==> config.mk <==
export PLATFORM = sky130hd
export DESIGN_NAME = bstp_tap
export DESIGN_NICKNAME = d
export VERILOG_FILES = /design/src/bstp_pkg.sv /design/src/bstp_chain_if.sv /design/src/bstp_cells.sv /design/src/bstp_tap.sv
export SDC_FILE = /design/constraint.sdc
export NUM_CORES = 1
export LEC_CHECK = 0
export BUFFER_PORTS_ARGS = -buffer_cell sky130_fd_sc_hd__buf_2
export CAP_MARGIN = 20
export CELL_PAD_IN_SITES_DETAIL_PLACEMENT = 1
export CELL_PAD_IN_SITES_GLOBAL_PLACEMENT = 1
export CORE_MARGIN = 4
export CORE_UTILIZATION = 41
export CTS_CLUSTER_DIAMETER = 150
export DETAILED_ROUTE_END_ITERATION = 7
export PLACE_DENSITY_LB_ADDON = 0.1
export SLEW_MARGIN = 20
export SYNTH_ARGS = -nofsm -noshare
export SYNTH_HDL_FRONTEND = slang
export SYNTH_SLANG_ARGS = --single-unit
==> constraint.sdc <==
create_clock -name clk -period 2.6 [get_ports clk]
set_clock_uncertainty 0.15 [all_clocks]
set_input_delay 0.52 -clock clk [delete_from_list [all_inputs] [get_ports clk]]
set_output_delay 0.52 -clock clk [all_outputs]
set_load 0.01 [all_outputs]
==> src/bstp_pkg.sv <==
package bstp_pkg;

  ////////////////////////////////////////////////////////////////////////////
  // instruction register
  localparam int IR_WIDTH = 3;
  localparam logic [2:0] INS_EXTEST = 3'h0;
  localparam logic [2:0] INS_SAMPLE = 3'h1;
  localparam logic [2:0] INS_IDCODE = 3'h2;
  localparam logic [2:0] INS_CLAMP = 3'h3;
  localparam logic [2:0] INS_HIGHZ = 3'h4;
  localparam logic [2:0] INS_BYPASS = 3'h7;
  // fixed pattern loaded in the capture step of an instruction scan
  localparam logic [2:0] IR_CAPTURE = 3'h1;
  // instruction in force after reset
  localparam logic [2:0] IR_RESET = INS_IDCODE;

  ////////////////////////////////////////////////////////////////////////////
  // identification word layout
  localparam int ID_WIDTH = 32;
  localparam int ID_VER_POS = 28;
  localparam int ID_PART_POS = 12;
  localparam int ID_MFR_POS = 1;
  localparam int ID_FIXED_POS = 0;
  localparam logic ID_FIXED_BIT = 1'h1;

  ////////////////////////////////////////////////////////////////////////////
  // reset values
  localparam logic BYPASS_RESET = 1'h0;
  localparam logic TDO_RESET = 1'h0;

  ////////////////////////////////////////////////////////////////////////////
  // test access port states, one-hot
  typedef enum logic [15:0] {
    ST_TLR   = 16'h0001,
    ST_RTI   = 16'h0002,
    ST_SELDR = 16'h0004,
    ST_CAPDR = 16'h0008,
    ST_SHDR  = 16'h0010,
    ST_EX1DR = 16'h0020,
    ST_PSDR  = 16'h0040,
    ST_EX2DR = 16'h0080,
    ST_UPDR  = 16'h0100,
    ST_SELIR = 16'h0200,
    ST_CAPIR = 16'h0400,
    ST_SHIR  = 16'h0800,
    ST_EX1IR = 16'h1000,
    ST_PSIR  = 16'h2000,
    ST_EX2IR = 16'h4000,
    ST_UPIR  = 16'h8000
  } bstp_state_t;

endpackage : bstp_pkg

==> src/bstp_chain_if.sv <==
// strobes and serial data between the port controller and the boundary cells
interface bstp_chain_if;
  logic capture;    // capture step, one-cycle pulse
  logic shift;      // shift step, one-cycle pulse
  logic update;     // update step, one-cycle pulse
  logic serialIn;   // scan data entering the chain
  logic serialOut;  // scan data leaving the chain
  logic observe;    // chain is the selected data register
  logic extestMode; // pins driven from update stage
  logic clampMode;  // pins driven from update stage, bypass selected
  logic highzMode;  // all pins released
  modport ctrl (output capture, shift, update, serialIn, observe, extestMode, clampMode,
    highzMode, input serialOut);
  modport cells (input capture, shift, update, serialIn, observe, extestMode, clampMode,
    highzMode, output serialOut);
endinterface : bstp_chain_if

==> src/bstp_cells.sv <==
module bstp_cells #(
  parameter int NUM_PINS = 4
) (
  // clock and reset
  input wire logic clk,
  input wire logic reset_n,
  input wire logic ce,
  // controller side
  bstp_chain_if.cells chain,
  // pad side
  input wire logic [NUM_PINS-1:0] padIn,
  output logic [NUM_PINS-1:0] padOut,
  output logic [NUM_PINS-1:0] padOe,
  // core side
  input wire logic [NUM_PINS-1:0] coreOut,
  input wire logic [NUM_PINS-1:0] coreOe,
  output logic [NUM_PINS-1:0] coreIn
);
  import bstp_pkg::*;

  logic [NUM_PINS-1:0] padMeta_r; // first synchroniser stage
  logic [NUM_PINS-1:0] padSync_r; // settled pad level
  logic [2*NUM_PINS-1:0] shift_r; // even index in cell, odd index out cell
  logic [NUM_PINS-1:0] upd_r;     // output cell update stage
  logic testDrive;                // pins owned by the update stage

  ////////////////////////////////////////////////////////////////////////////
  // pad input synchroniser
  always_ff @(posedge clk) begin
    if (!reset_n) begin
      padMeta_r <= '0;
      padSync_r <= '0;
    end else if (ce) begin
      padMeta_r <= padIn;
      padSync_r <= padMeta_r;
    end
  end

  ////////////////////////////////////////////////////////////////////////////
  // capture and shift of the cell chain
  always_ff @(posedge clk) begin
    if (!reset_n) begin
      shift_r <= '0;
    end else if (ce && chain.observe) begin
      if (chain.capture) begin
        // in cells observe only, out cells capture what the core drives
        for (int i = 0; i < NUM_PINS; i++) begin
          shift_r[2*i] <= padSync_r[i];
          shift_r[2*i+1] <= coreOut[i];
        end
      end else if (chain.shift) begin
        shift_r <= {chain.serialIn, shift_r[2*NUM_PINS-1:1]};
      end
    end
  end

  ////////////////////////////////////////////////////////////////////////////
  // update stage of the out cells
  always_ff @(posedge clk) begin
    if (!reset_n) begin
      upd_r <= '0;
    end else if (ce && chain.observe && chain.update) begin
      for (int i = 0; i < NUM_PINS; i++) begin
        upd_r[i] <= shift_r[2*i+1];
      end
    end
  end

  ////////////////////////////////////////////////////////////////////////////
  // pad multiplexing: two cells per pin
  assign testDrive = chain.extestMode | chain.clampMode;
  always_comb begin
    if (chain.highzMode) begin
      padOut = coreOut;
      padOe = '0;
    end else if (testDrive) begin
      padOut = upd_r;
      padOe = '1;
    end else begin
      padOut = coreOut;
      padOe = coreOe;
    end
  end
  assign coreIn = padSync_r;
  assign chain.serialOut = shift_r[0];

  ////////////////////////////////////////////////////////////////////////////
  // checks
  property p_highz_release;
    @(posedge clk) disable iff (!reset_n)
    chain.highzMode |-> (padOe == '0);
  endproperty
  a_highz_release: assert property (p_highz_release)
    else $error("pins driven while released");

  property p_extest_drive;
    @(posedge clk) disable iff (!reset_n)
    (chain.extestMode && !chain.highzMode) |-> (padOe == '1 && padOut == upd_r);
  endproperty
  a_extest_drive: assert property (p_extest_drive)
    else $error("update stage not on pins");

  property p_cell_capture;
    @(posedge clk) disable iff (!reset_n)
    (ce && chain.observe && chain.capture) |=> (shift_r[1] == $past(coreOut[0])
      && shift_r[0] == $past(padSync_r[0]));
  endproperty
  a_cell_capture: assert property (p_cell_capture)
    else $error("cell pair capture wrong");

endmodule : bstp_cells

==> src/bstp_tap.sv <==
// Summary of operation
// - boundary scan logic with registers and controller
// - data enters on TDI, leaves on TDO
// - boundary, identification, bypass and instruction registers
// - decoded instruction selects test and register
// - decode EXTEST, SAMPLE, IDCODE, BYPASS, CLAMP, HIGHZ
// - identification holds version, part, maker, one
// - bypass is one flip-flop between TDI, TDO
// - each bidirectional pin has two cells
// - in cell observes, out cell also drives
// - sixteen-state controller, data and instruction branches
// - TMS sampled at each rising TCK edge
module bstp_tap #(
  parameter int NUM_PINS = 4,
  parameter logic [3:0] ID_VERSION = 4'h1,     // arbitrary value
  parameter logic [15:0] ID_PART = 16'h1234,   // arbitrary value
  parameter logic [10:0] ID_MAKER = 11'h055    // arbitrary value
) (
  // clock, reset, enable
  input wire logic clk,
  input wire logic reset_n,
  input wire logic ce,
  // test port
  input wire logic tck,
  input wire logic tms,
  input wire logic tdi,
  output logic tdo,
  output logic tdoOe,
  // pads
  input wire logic [NUM_PINS-1:0] padIn,
  output logic [NUM_PINS-1:0] padOut,
  output logic [NUM_PINS-1:0] padOe,
  // core
  input wire logic [NUM_PINS-1:0] coreOut,
  input wire logic [NUM_PINS-1:0] coreOe,
  output logic [NUM_PINS-1:0] coreIn
);
  import bstp_pkg::*;

  ////////////////////////////////////////////////////////////////////////////
  // declarations
  logic [2:0] pinMeta_r;           // first synchroniser stage: tck, tms, tdi
  logic [2:0] pinSync_r;           // second synchroniser stage
  logic tckPrev_r;                 // settled tck one cycle ago
  logic tckRise;                   // rising test clock edge seen
  logic tckFall;                   // falling test clock edge seen
  logic tmsS;                      // settled mode select
  logic tdiS;                      // settled scan input
  bstp_state_t state_r;            // controller state
  bstp_state_t state_nxt;          // controller next state
  logic [IR_WIDTH-1:0] irShift_r;  // instruction shift stage
  logic [IR_WIDTH-1:0] ir_r;       // instruction in force
  logic [ID_WIDTH-1:0] idShift_r;  // identification chain
  logic bypass_r;                  // single flip-flop bypass
  logic tdo_r;                     // scan output flip-flop
  logic selId;                     // identification chain selected
  logic selBoundary;               // boundary chain selected
  logic drOut;                     // serial out of selected data register
  logic [ID_WIDTH-1:0] idWord;     // identification value
  bstp_chain_if chain ();

  // true in either shift state
  function automatic logic isShift(input bstp_state_t s);
    return (s == ST_SHDR) || (s == ST_SHIR);
  endfunction : isShift

  ////////////////////////////////////////////////////////////////////////////
  // test pin synchronisers and edge finder
  always_ff @(posedge clk) begin
    if (!reset_n) begin
      pinMeta_r <= '0;
      pinSync_r <= '0;
      tckPrev_r <= 1'h0;
    end else if (ce) begin
      pinMeta_r <= {tck, tms, tdi};
      pinSync_r <= pinMeta_r;
      tckPrev_r <= pinSync_r[2];
    end
  end
  assign tckRise = ce & pinSync_r[2] & ~tckPrev_r;
  assign tckFall = ce & ~pinSync_r[2] & tckPrev_r;
  assign tmsS = pinSync_r[1];
  assign tdiS = pinSync_r[0];

  ////////////////////////////////////////////////////////////////////////////
  // controller next state
  always_comb begin
    case (state_r)
      ST_TLR: state_nxt = tmsS ? ST_TLR : ST_RTI;
      ST_RTI: state_nxt = tmsS ? ST_SELDR : ST_RTI;
      ST_SELDR: state_nxt = tmsS ? ST_SELIR : ST_CAPDR;
      ST_CAPDR: state_nxt = tmsS ? ST_EX1DR : ST_SHDR;
      ST_SHDR: state_nxt = tmsS ? ST_EX1DR : ST_SHDR;
      ST_EX1DR: state_nxt = tmsS ? ST_UPDR : ST_PSDR;
      ST_PSDR: state_nxt = tmsS ? ST_EX2DR : ST_PSDR;
      ST_EX2DR: state_nxt = tmsS ? ST_UPDR : ST_SHDR;
      ST_UPDR: state_nxt = tmsS ? ST_SELDR : ST_RTI;
      ST_SELIR: state_nxt = tmsS ? ST_TLR : ST_CAPIR;
      ST_CAPIR: state_nxt = tmsS ? ST_EX1IR : ST_SHIR;
      ST_SHIR: state_nxt = tmsS ? ST_EX1IR : ST_SHIR;
      ST_EX1IR: state_nxt = tmsS ? ST_UPIR : ST_PSIR;
      ST_PSIR: state_nxt = tmsS ? ST_EX2IR : ST_PSIR;
      ST_EX2IR: state_nxt = tmsS ? ST_UPIR : ST_SHIR;
      ST_UPIR: state_nxt = tmsS ? ST_SELDR : ST_RTI;
      default: state_nxt = ST_TLR;
    endcase
  end

  // state register steps on each rising test clock edge only
  always_ff @(posedge clk) begin
    if (!reset_n) begin
      state_r <= ST_TLR;
    end else if (tckRise) begin
      state_r <= state_nxt;
    end
  end

  ////////////////////////////////////////////////////////////////////////////
  // instruction register and decode
  always_ff @(posedge clk) begin
    if (!reset_n) begin
      irShift_r <= IR_RESET;
      ir_r <= IR_RESET;
    end else if (ce && state_r == ST_TLR) begin
      ir_r <= IR_RESET;
    end else if (tckRise) begin
      case (state_r)
        ST_CAPIR: irShift_r <= IR_CAPTURE;
        ST_SHIR: irShift_r <= {tdiS, irShift_r[IR_WIDTH-1:1]};
        ST_UPIR: ir_r <= irShift_r;
        default: irShift_r <= irShift_r;
      endcase
    end
  end

  // unknown codes fall back to the bypass path
  assign selId = (ir_r == INS_IDCODE);
  assign selBoundary = (ir_r == INS_EXTEST) || (ir_r == INS_SAMPLE);
  assign chain.extestMode = (ir_r == INS_EXTEST);
  assign chain.clampMode = (ir_r == INS_CLAMP);
  assign chain.highzMode = (ir_r == INS_HIGHZ);

  ////////////////////////////////////////////////////////////////////////////
  // identification chain
  always_comb begin
    idWord = '0;
    idWord[ID_VER_POS +: 4] = ID_VERSION;
    idWord[ID_PART_POS +: 16] = ID_PART;
    idWord[ID_MFR_POS +: 11] = ID_MAKER;
    idWord[ID_FIXED_POS] = ID_FIXED_BIT;
  end

  always_ff @(posedge clk) begin
    if (!reset_n) begin
      idShift_r <= '0;
    end else if (tckRise && selId) begin
      if (state_r == ST_CAPDR) begin
        idShift_r <= idWord;
      end else if (state_r == ST_SHDR) begin
        idShift_r <= {tdiS, idShift_r[ID_WIDTH-1:1]};
      end
    end
  end

  ////////////////////////////////////////////////////////////////////////////
  // bypass stage
  always_ff @(posedge clk) begin
    if (!reset_n) begin
      bypass_r <= BYPASS_RESET;
    end else if (tckRise && !selId && !selBoundary) begin
      if (state_r == ST_CAPDR) begin
        bypass_r <= 1'h0;
      end else if (state_r == ST_SHDR) begin
        bypass_r <= tdiS;
      end
    end
  end

  ////////////////////////////////////////////////////////////////////////////
  // boundary chain strobes
  assign chain.observe = selBoundary;
  assign chain.capture = tckRise && (state_r == ST_CAPDR);
  assign chain.shift = tckRise && (state_r == ST_SHDR);
  assign chain.update = tckRise && (state_r == ST_UPDR);
  assign chain.serialIn = tdiS;

  bstp_cells #(
    .NUM_PINS(NUM_PINS)
  ) u_cells (
    .clk(clk),
    .reset_n(reset_n),
    .ce(ce),
    .chain(chain.cells),
    .padIn(padIn),
    .padOut(padOut),
    .padOe(padOe),
    .coreOut(coreOut),
    .coreOe(coreOe),
    .coreIn(coreIn)
  );

  ////////////////////////////////////////////////////////////////////////////
  // scan output, moved on the falling test clock edge
  always_comb begin
    if (selId) begin
      drOut = idShift_r[0];
    end else if (selBoundary) begin
      drOut = chain.serialOut;
    end else begin
      drOut = bypass_r;
    end
  end

  always_ff @(posedge clk) begin
    if (!reset_n) begin
      tdo_r <= TDO_RESET;
    end else if (tckFall) begin
      tdo_r <= (state_r == ST_SHIR) ? irShift_r[0] : drOut;
    end
  end
  assign tdo = tdo_r;
  assign tdoOe = isShift(state_r);

  ////////////////////////////////////////////////////////////////////////////
  // checks
  property p_onehot;
    @(posedge clk) disable iff (!reset_n)
    $onehot(state_r);
  endproperty
  a_onehot: assert property (p_onehot)
    else $error("controller state not one-hot");

  property p_leave_reset;
    @(posedge clk) disable iff (!reset_n)
    (tckRise && state_r == ST_TLR && !tmsS) |=> (state_r == ST_RTI);
  endproperty
  a_leave_reset: assert property (p_leave_reset)
    else $error("no idle after low mode select");

  property p_hold_state;
    @(posedge clk) disable iff (!reset_n)
    !tckRise |=> $stable(state_r);
  endproperty
  a_hold_state: assert property (p_hold_state)
    else $error("state moved without clock edge");

  property p_tdo_release;
    @(posedge clk) disable iff (!reset_n)
    (tckRise && isShift(state_r) && tmsS) |=> !tdoOe;
  endproperty
  a_tdo_release: assert property (p_tdo_release)
    else $error("scan output driven outside shift");

  property p_tdo_edge;
    @(posedge clk) disable iff (!reset_n)
    !$stable(tdo_r) |-> $past(tckFall);
  endproperty
  a_tdo_edge: assert property (p_tdo_edge)
    else $error("scan output moved off falling edge");

  property p_ir_capture;
    @(posedge clk) disable iff (!reset_n)
    (tckRise && state_r == ST_CAPIR) |=> (irShift_r == IR_CAPTURE);
  endproperty
  a_ir_capture: assert property (p_ir_capture)
    else $error("instruction capture pattern wrong");

  property p_ir_update;
    @(posedge clk) disable iff (!reset_n)
    (tckRise && state_r == ST_UPIR) |=> (ir_r == $past(irShift_r));
  endproperty
  a_ir_update: assert property (p_ir_update)
    else $error("instruction not taken at update");

  property p_reset_idcode;
    @(posedge clk) disable iff (!reset_n)
    (ce && state_r == ST_TLR) |=> (ir_r == IR_RESET);
  endproperty
  a_reset_idcode: assert property (p_reset_idcode)
    else $error("reset instruction not loaded");

  property p_id_capture;
    @(posedge clk) disable iff (!reset_n)
    (tckRise && selId && state_r == ST_CAPDR) |=> (idShift_r == idWord);
  endproperty
  a_id_capture: assert property (p_id_capture)
    else $error("identification word not captured");

  property p_bypass_path;
    @(posedge clk) disable iff (!reset_n)
    (tckRise && ir_r == INS_BYPASS && state_r == ST_SHDR) |=> (bypass_r == $past(tdiS));
  endproperty
  a_bypass_path: assert property (p_bypass_path)
    else $error("bypass stage did not take scan input");

endmodule : bstp_tap

[After elaboration in Yosys (flattened, before gate mapping)]
Cells that the tools add are included.
Storage, ports and cells
  input port bits: 18
  output and inout port bits: 14
  register bits: 83
Cells by class
  bitwise gates (word level): 9
  reductions and logical operators: 26
  equality and inequality tests: 20
  multiplexer cells: 27
Operators by type and width (number)
  $pmux 16 s12: 1
  $mux 32: 2
  $mux 16: 2
  $mux 8: 3
  $mux 9: 2
  $eq 16x1->1 const B: 1
  $eq 16x10->1 const B: 1
  $eq 16x11->1 const B: 1
  $eq 16x12->1 const B: 1
  $eq 16x13->1 const B: 1
  $eq 16x14->1 const B: 1
  $eq 16x15->1 const B: 1
  $eq 16x16->1 const B: 1
  $eq 16x2->1 const B: 1
  $eq 16x3->1 const B: 1
  $eq 16x4->1 const B: 1
  $eq 16x5->1 const B: 1
  $eq 16x6->1 const B: 1
  $eq 16x7->1 const B: 1
  $eq 16x8->1 const B: 1
  $eq 16x9->1 const B: 1
  $mux 4: 4
  $mux 15: 1
  $mux 13: 1
  other kinds (22): 50

[Logic depth before layout (Yosys ltp)]
Gate-level depths: netlist of the first run.
  depth after elaboration: 5
  gate-level depth with buffers: 9
  mapped depth without buffers: 6

[By module]
Synthesis of the first run repeated with hierarchy kept, for this count alone.
Unflattened totals
  cells, all modules: 465
  area, all modules: 4047.6 µm²
By module, submodules not included
  bstp_tap: cells an instance 377, seq. area each 1261.2 µm², area an instance 3105.5 µm², times used 1
  bstp_cells: cells an instance 88, seq. area each 400.4 µm², area an instance 942.2 µm², times used 1

[Worst setup path after synthesis of the first run]
OpenSTA, ideal clock, no wires.
  path type: in2reg
  start: input ce
  end: register irShift_r[0]
  buffers on the path: 1
  stages on the path: 7
  slack: 0.099 ns
  arrival: 2.236 ns
  path through: buf_4 -> inv_1 -> nor3b_1 -> nand2_1 -> or4_4 -> or4_1 -> and3_1
Between the ends
  word-level cells in the longest chain between the ends: 3
  elaborated cells between the ends (all ways): 5
  classes of those cells: 3 x bitwise; 2 x reduce/logical
RTL lines
  start, declared: line bstp_tap.sv:22  | input wire logic ce,
  $and 1x1->1 or $logic_and 1x1->1 (tied branches): line bstp_tap.sv:80, bstp_tap.sv:124
  $and 1x1->1 or $not 1->1 (tied branches)
  $reduce_and 3->1 (no line) (*)
  end signal, assigned: line bstp_tap.sv:129  | ST_SHIR: irShift_r <= {tdiS, irShift_r[IR_WIDTH-1:1]};
  end signal, assigned: line bstp_tap.sv:131  | default: irShift_r <= irShift_r;
  end, declared: line bstp_tap.sv:51  | logic [IR_WIDTH-1:0] irShift_r;
Every way passes the cells marked *; elsewhere a longest branch is shown, timed or not.
A chain may end at the register's enable or synchronous reset.

[Worst setup path after layout of the first run]
  start: register state_r[14]
  end: output tdoOe
Between the ends
  word-level cells in the longest chain between the ends: 2
  elaborated cells between the ends (all ways): 3
  classes of those cells: 2 x eq/ne; 1 x reduce/logical
RTL lines
  start, declared: line bstp_tap.sv:49  | bstp_state_t state_r;
  start signal, assigned: line bstp_tap.sv:114  | state_r <= state_nxt;
  $eq 16x5->1 or $eq 16x12->1 (tied branches): line bstp_tap.sv:64  | return (s == ST_SHDR) || (s == ST_SHIR);
  $logic_or 1x1->1 (*): line bstp_tap.sv:64
  end, declared: line bstp_tap.sv:28  | output logic tdoOe,
Marks and branches as above.

==> results of run 1 <==
-- per-stage QoR --
| stage | total power [uW] | worst slack, ns | TNS, ns | hold slack, ns |
|---|---|---|---|---|
| 2_1_floorplan | 1390 | 0.0988 | 0 | 0.281 |
| 3_3_place_gp | 1430 | 0.201 | 0 | 0.291 |
| 3_5_place_dp | 1430 | 0.166 | 0 | 0.303 |
| 4_1_cts | 2540 | 0.0161 | 0 | 0.267 |
| 5_1_grt | 2610 | -0.0253 | -0.0341 | 0.282 |
| 6_report | 2500 | 0.0827 | 0 | 0.278 |
-- how the worst min path moves through the flow --
stage | depth (start not counted) | slack, ns | endpoint | from
5_1_grt | 3 | 0.28 | u_cells.padMeta_r[2]$_SDFFE_PN0P_ | padIn[2]
6_report | 3 | 0.28 | u_cells.padMeta_r[2]$_SDFFE_PN0P_ | padIn[2]
4_1_cts | 3 | 0.27 | u_cells.padMeta_r[2]$_SDFFE_PN0P_ | padIn[2]
3_5_place_dp | 2 | 0.30 | idShift_r[30]$_SDFFE_PN0P_ | idShift_r[30]$_SDFFE_PN0P_
2_1_floorplan | 2 | 0.28 | idShift_r[13]$_SDFFE_PN0P_ | idShift_r[13]$_SDFFE_PN0P_
3_3_place_gp | 2 | 0.29 | idShift_r[30]$_SDFFE_PN0P_ | idShift_r[30]$_SDFFE_PN0P_
-- power breakdown --
group	switching (uW)	internal (uW)
clock	471	628
combinational	56.8	55.6
sequential	9.55	1280
-- worst reg2reg max path, cell delays in order, from the launching register on --
cell and delay, ns:
dfxtp_1 0.35, buf_4 0.17, nor4_4 0.06, buf_4 0.14
buf_4 0.15, nand4_1 0.17, nand2_1 0.13, or4_4 0.48
or4_1 0.42, and3_1 0.20
-- synth_stat cells, drive strengths merged (5+ instances only) --
cell type  instances
or4                5
dfxtp             83
xor2               6
a21oi             18
o21ai             24
nor2              30
clkbuf            18
nor3              18
nor3b             16
buf               16
nand4              7
a21boi            26
nand3             28
nand2             48
and2               6
nor4              10
mux2i             31
nor2b             30
-- cell type report --
| class | count | share of cell area [%] |
|---|---|---|
| clock buffer | 9 | 2.59 |
| timing repair buffer | 70 | 10.1 |
| inverter | 1 | 0.0786 |
| clock inverter | 5 | 2.18 |
| sequential | 83 | 34.9 |
| multi-input combinational | 340 | 46.8 |
| tap | 129 | 3.38 |
-- state kept, by name (all words and copies together) (netlist names), 3 cells and up --
name / count
state_r: 16
u_cells.shift_r: 8
idShift_r: 32
u_cells.upd_r: 4
pinMeta_r: 3
u_cells.padMeta_r: 4
u_cells.coreIn: 4
pinSync_r: 3
ir_r: 3
irShift_r: 3
-- per-layer routing --
metal / GRT usage, % / share of wire, % / wire length (um) / vias up
li1: - / - / - / 1704
met1: 25.0 / 49 / 4980 / 1642
met2: 31.7 / 46 / 4700 / 50
met3: 3.84 / 3.1 / 318 / 12
met4: 5.23 / 1.4 / 140 / 0
met5: 0 / 0 / 0 / -
-- kinds of logic (layout without fill, tap and decap cells) --
family          Yosys count  count (layout)  synth area share [%]
simple gates            217             217                  31.9
buf+inv                  35              85                  4.18
mux                      35              35                  8.78
flops                    83              83                  41.1
compound gates           80              80                  12.4
xor+xnor                  8               8                  1.73
-- what timing repair did --
| action | CTS | global route |
|---|---|---|
| pin swaps | 1 | 4 |
| resized for setup | 2 | 6 |
| setup endpoints to repair | 1 | 1 |
| endpoints found under the hold margin | 0 | 0 |
| setup buffers | 0 | 6 |
==> results.py, run 1 <==
metrics = {
    "layout": {
        "area_growth_syn_to_layout_pct": 18.0,
        "final-seq-area_mm2": 0.00167,
        "layout.cells.non_filler": 637,
        "final_common_cell": "dfxtp_1",
        "drive_gt1_share_pct": 22.6,
        "n_fill_cell": 1121,
        "finish.utilization_pct": 50.7,
        "fin_area_mm2": 0.00477,
        "layout_common_cells": "dfxtp_1 (79), nand2_1 (47), buf_4 (35)",
        "diodes": 0,
        "multi_input_area_mm2": 0.00223,
        "fin_nets": 523,
    },
    "global_route": {
        "antenna_found_initial": 0,
        "grt_max_degree": 35,
        "grt_usage_pct": 19.0,
        "overflow": 0,
        "grt_first_pass_wirelength_mm": 17.8,
        "grt_pass1_vias": 3626,
    },
    "cts": {
        "cts_tree": "done",
        "clock_sinks": 83,
        "clk_latency_ns": 0.35,
        "hold_buffers": 0,
        "cts_max_level": 3,
        "cts_made_buffers": 9,
        "clock_path_buffers": 2,
        "cts.clk_slew.worst_paths_ns": 0.09,
        "root_buffer": "clkbuf_8",
    },
    "worst_setup_path": {
        "regToRegStartpoint": "state_r[13]$_SDFFE_PN0P_",
        "path_cells": "buf_6 -> nor4_4 -> buf_4 -> nand4b_1 -> nor2_2 -> a41o_1 -> buf_2",
        "crit_path_end": "tdoOe",
        "critical-path-max-stage-delay_ns": 0.35,
        "start_kind": "flop",
        "worstPathMaxFanout": 3,
        "r2r_cells": 9,
        "worstSetupEndpointType": "primary output",
        "crit_family": "simple AND/OR/NAND/NOR gates",
        "cp_num_buf_inv": 3,
        "r2r_end": "irShift_r[0]$_SDFFE_PN0P_",
        "critPathKind": "reg2out",
        "path_depth": 7,
        "rrSetupSlack_ns": 0.09,
        "arrival_ns": 1.85,
        "cp_data_required_time_ns": 1.93,
        "cpMaxStageDelayCell": "dfxtp_2",
        "startpoint": "state_r[14]$_SDFFE_PN0P_",
    },
    "sta": {
        "finalSetupViolCount": 0,
        "finalCritPeriodShare_pct": 96.8,
        "fin_crit_ns": 2.52,
        "worst-slew-pin-transition_ns": 0.536,
        "rsz0062_at_grt": "true",
        "drv_slew": 0,
        "relSlewSlack_pct": 63.9,
        "final-hold-violation-count": 0,
        "max_freq_ghz": 0.397,
    },
    "drt": {
        "dr.pass1.iters": 4,
        "via_per_inst": 5.35,
        "drc": 0,
        "drtIter0Drc": 106,
        "routedWlPerCell_um": 15.9,
        "wirelength_mm": 10.1,
        "vias": 3408,
        "ant_nets": 0,
    },
    "synthesis": {
        "synthDistinctLibCells": 50,
        "yosysSeqAreaShare_pct": 41.1,
        "synth_fp_nets": 476,
        "async_flop_share_pct": 0,
        "synth_ff_type": "dfxtp_1",
        "ys_warn_count": 0,
        "synth_top_area_cell": "dfxtp_1",
        "synth-seq-cells": 83,
        "avgSynthCellArea_um2": 8.83,
        "synth.area.top_cells": "dfxtp_1 (41%), mux2i_1 (7.7%), nor2b_1 (4.6%)",
        "synth_edf_count": 0,
        "synth_area_mm2": 0.00405,
        "syn-instance-count": 458,
        "yosysTopAreaCellShare_pct": 41.1,
    },
    "floorplanning": {
        "die_h_um": 107,
        "die_area_mm2": 0.0115,
        "core-area_mm2": 0.00942,
        "num_rows": 35,
        "die_w_um": 107,
        "ios": 32,
        "initial_core_util_pct": 43.0,
    },
    "placement": {
        "dp_cells": 617,
        "place_area_mm2": 0.00448,
        "post-dp-hpwl_mm": 7.06,
        "portBuffers": 31,
        "gp_congestion": 0.929,
    },
    "job": {
        "drv_cap": 0,
    },
    "run_status": {
        "status": "complete, no violations",
    },
    "power_and_ir_drop": {
        "power_density_mw_per_mm2": 524,
        "p_leak_uw": 0.00174,
        "ir_worst_vdd_mv": 0.246,
    },
    "hold_path": {
        "hold_class": "in2reg",
    },
}
No activity file was read; power rests on OpenSTA's default activity.
==> run 2, diff against run 1 <==
ABC_AREA = 0   (was default)
MAX_ROUTING_LAYER = met4   (was default)
TNS_END_PERCENT = 50   (was default)
==> run 2 against run 1 <==
Clock power shrank 13%; critical path depth is the same; combinational power is essentially flat; sequential power is essentially flat; routed wire length shrank 0.43%; worst setup slack lost 0.0034 ns; final cell count grew 0.31%; die area is the same; non-clock buffer count is the same; final area is essentially flat.
==> results.py, run 2 (synthesis gave the netlist of run 1 again) <==
metrics = {
    "floorplanning": {
        "die_area_mm2": 0.0115,
        "die_h_um": 107,
        "initial_core_util_pct": 43.0,
        "ios": 32,
        "num_rows": 35,
        "die_w_um": 107,
        "core-area_mm2": 0.00942,
    },
    "placement": {
        "dp_cells": 618,
        "portBuffers": 31,
        "gp_congestion": 0.880,
        "post-dp-hpwl_mm": 7.00,
        "pre_cts_slack_ns": 0.159,
    },
    "hold_path": {
        "hold_start": "padIn[0]",
        "hold_class": "in2reg",
    },
    "layout": {
        "diodes": 0,
        "layout_common_cells": "dfxtp_1 (81), nand2_1 (47), buf_4 (33)",
        "fin_nets": 523,
        "final_common_cell": "dfxtp_1",
        "area_growth_syn_to_layout_pct": 18.1,
        "regMostFlops": "idShift_r",
        "largest_reg_flops": 32,
        "layout.cells.non_filler": 639,
        "reg_top3": "idShift_r (32), state_r (16), u_cells.shift_r (8)",
        "drive_gt1_share_pct": 22.5,
    },
    "worst_setup_path": {
        "cp_data_required_time_ns": 1.93,
        "critPathKind": "reg2out",
        "cp_num_buf_inv": 3,
        "critical-path-max-stage-delay_ns": 0.34,
        "start_kind": "flop",
        "worstPathMaxFanout": 6,
        "startpoint": "state_r[13]$_SDFFE_PN0P_",
        "crit_family": "simple AND/OR/NAND/NOR gates",
        "path_cells": "buf_6 -> nor4_4 -> buf_4 -> nand4b_1 -> nor2_2 -> a41o_1 -> buf_2",
        "worstSetupEndpointType": "primary output",
        "regToRegStartpoint": "state_r[15]$_SDFFE_PN0P_",
        "cpMaxStageDelayCell": "dfxtp_2",
        "arrival_ns": 1.85,
    },
    "cts": {
        "cts_max_level": 3,
        "cts_made_buffers": 9,
        "hold_buffers": 0,
        "clk_latency_ns": 0.35,
        "root_buffer": "clkbuf_8",
        "clock_path_buffers": 2,
        "cts.clk_slew.worst_paths_ns": 0.09,
        "clock_sinks": 83,
        "cts_tree": "done",
    },
    "drt": {
        "ant_nets": 0,
        "via_per_inst": 5.32,
        "vias": 3402,
        "dr.pass1.iters": 4,
        "wirelength_mm": 10.1,
        "routedWlPerCell_um": 15.8,
        "drc": 0,
        "drtIter0Drc": 136,
    },
    "power_and_ir_drop": {
        "ir_worst_vdd_mv": 0.370,
        "power_uw": 2360,
        "power_density_mw_per_mm2": 495,
        "p_leak_uw": 0.00173,
    },
    "global_route": {
        "grt_max_degree": 33,
        "grt_pass1_vias": 3493,
        "grt_first_pass_wirelength_mm": 17.3,
        "overflow": 0,
        "antenna_found_initial": 0,
        "grt_usage_pct": 19.1,
    },
    "sta": {
        "finalSetupViolCount": 0,
        "finalCritPeriodShare_pct": 96.9,
        "fin_crit_ns": 2.52,
        "worst-slew-pin-transition_ns": 0.465,
        "setup_tns_ns": 0,
        "relSlewSlack_pct": 68.8,
        "rsz0062_at_grt": "true",
        "layout_setup_ws_ns": 0.0793,
        "max_freq_ghz": 0.397,
        "fin_hold_ws_ns": 0.283,
        "final-hold-violation-count": 0,
        "drv_slew": 0,
    },
    "run_status": {
        "status": "complete, no violations",
    },
    "job": {
        "drv_cap": 0,
    },
}
==> run 2: cell types whose count changed in the layout (fill, tap and decap cells not counted), moves of 2 or more <==
| cell | before | now |
|---|---|---|
| clkinvlp_4 | 0 | 3 |
| buf_12 | 2 | 4 |
| buf_4 | 35 | 33 |
| bufinv_16 | 3 | 1 |
| dfxtp_1 | 79 | 81 |
| dfxtp_2 | 4 | 2 |
==> run 2: metal layers <==
layer,part of all wire [%],global-route usage [%],vias to the layer above
met5,0,-,-
met4,1.1,5.32,0
met3,2.4,2.52,7
met2,47,30.5,44
met1,49,25.6,1647
li1,-,-,1704
==> run 2: metrics by stage <==
stage / cell area, um^2 / utilization [%]
global route: 4780 / 50.7
CTS: 4710 / 50.1
floorplan: 4050 / -
finish: 4780 / 50.7
global placement: 4510 / 47.9
detailed placement: 4510 / 47.9
==> run 2: repair_timing <==
item                                    4_1_cts  5_1_grt
pin swaps                                     1        2
endpoints found under the setup margin        1        2
setup buffers                                 0        5
resized for setup                             0        7
==> run 2: report_power, final <==
| group | leakage [uW] | total, uW | internal, uW | switching (uW) |
|---|---|---|---|---|
| combinational | 0.000968 | 110 | 54.4 | 55.8 |
| sequential | 0.000671 | 1290 | 1280 | 9.94 |
| clock | 0.0000922 | 961 | 474 | 487 |
==> run 2: path summary, 6_finish.rpt <==
kind	slack, ns	depth (start not counted)	end
worst min-delay path	0.28	3	u_cells.padMeta_r[0]$_SDFFE_PN0P_
worst max-delay path	0.08	7	tdoOe
worst min register to register	0.31	2	idShift_r[13]$_SDFFE_PN0P_
worst max register to register	0.18	7	idShift_r[1]$_SDFFE_PN0P_
==> run 2: final cells by class <==
class	count	area (um^2)
Fill cell	1137	4640
Inverter	1	3.75
Tap cell	129	161
Sequential cell	83	1660
Timing Repair Buffer	70	505
Multi-Input combinational cell	340	2240
Clock buffer	11	141
Clock inverter	5	61.3
==> run 2: worst reg2reg max path: cells and delay by family, from the launching register on <==
| family | cells | cell delay, ns |
|---|---|---|
| buffers and inverters | 1 | 0.19 |
| DFF | 1 | 0.33 |
| and+or+nand+nor | 6 | 1.65 |
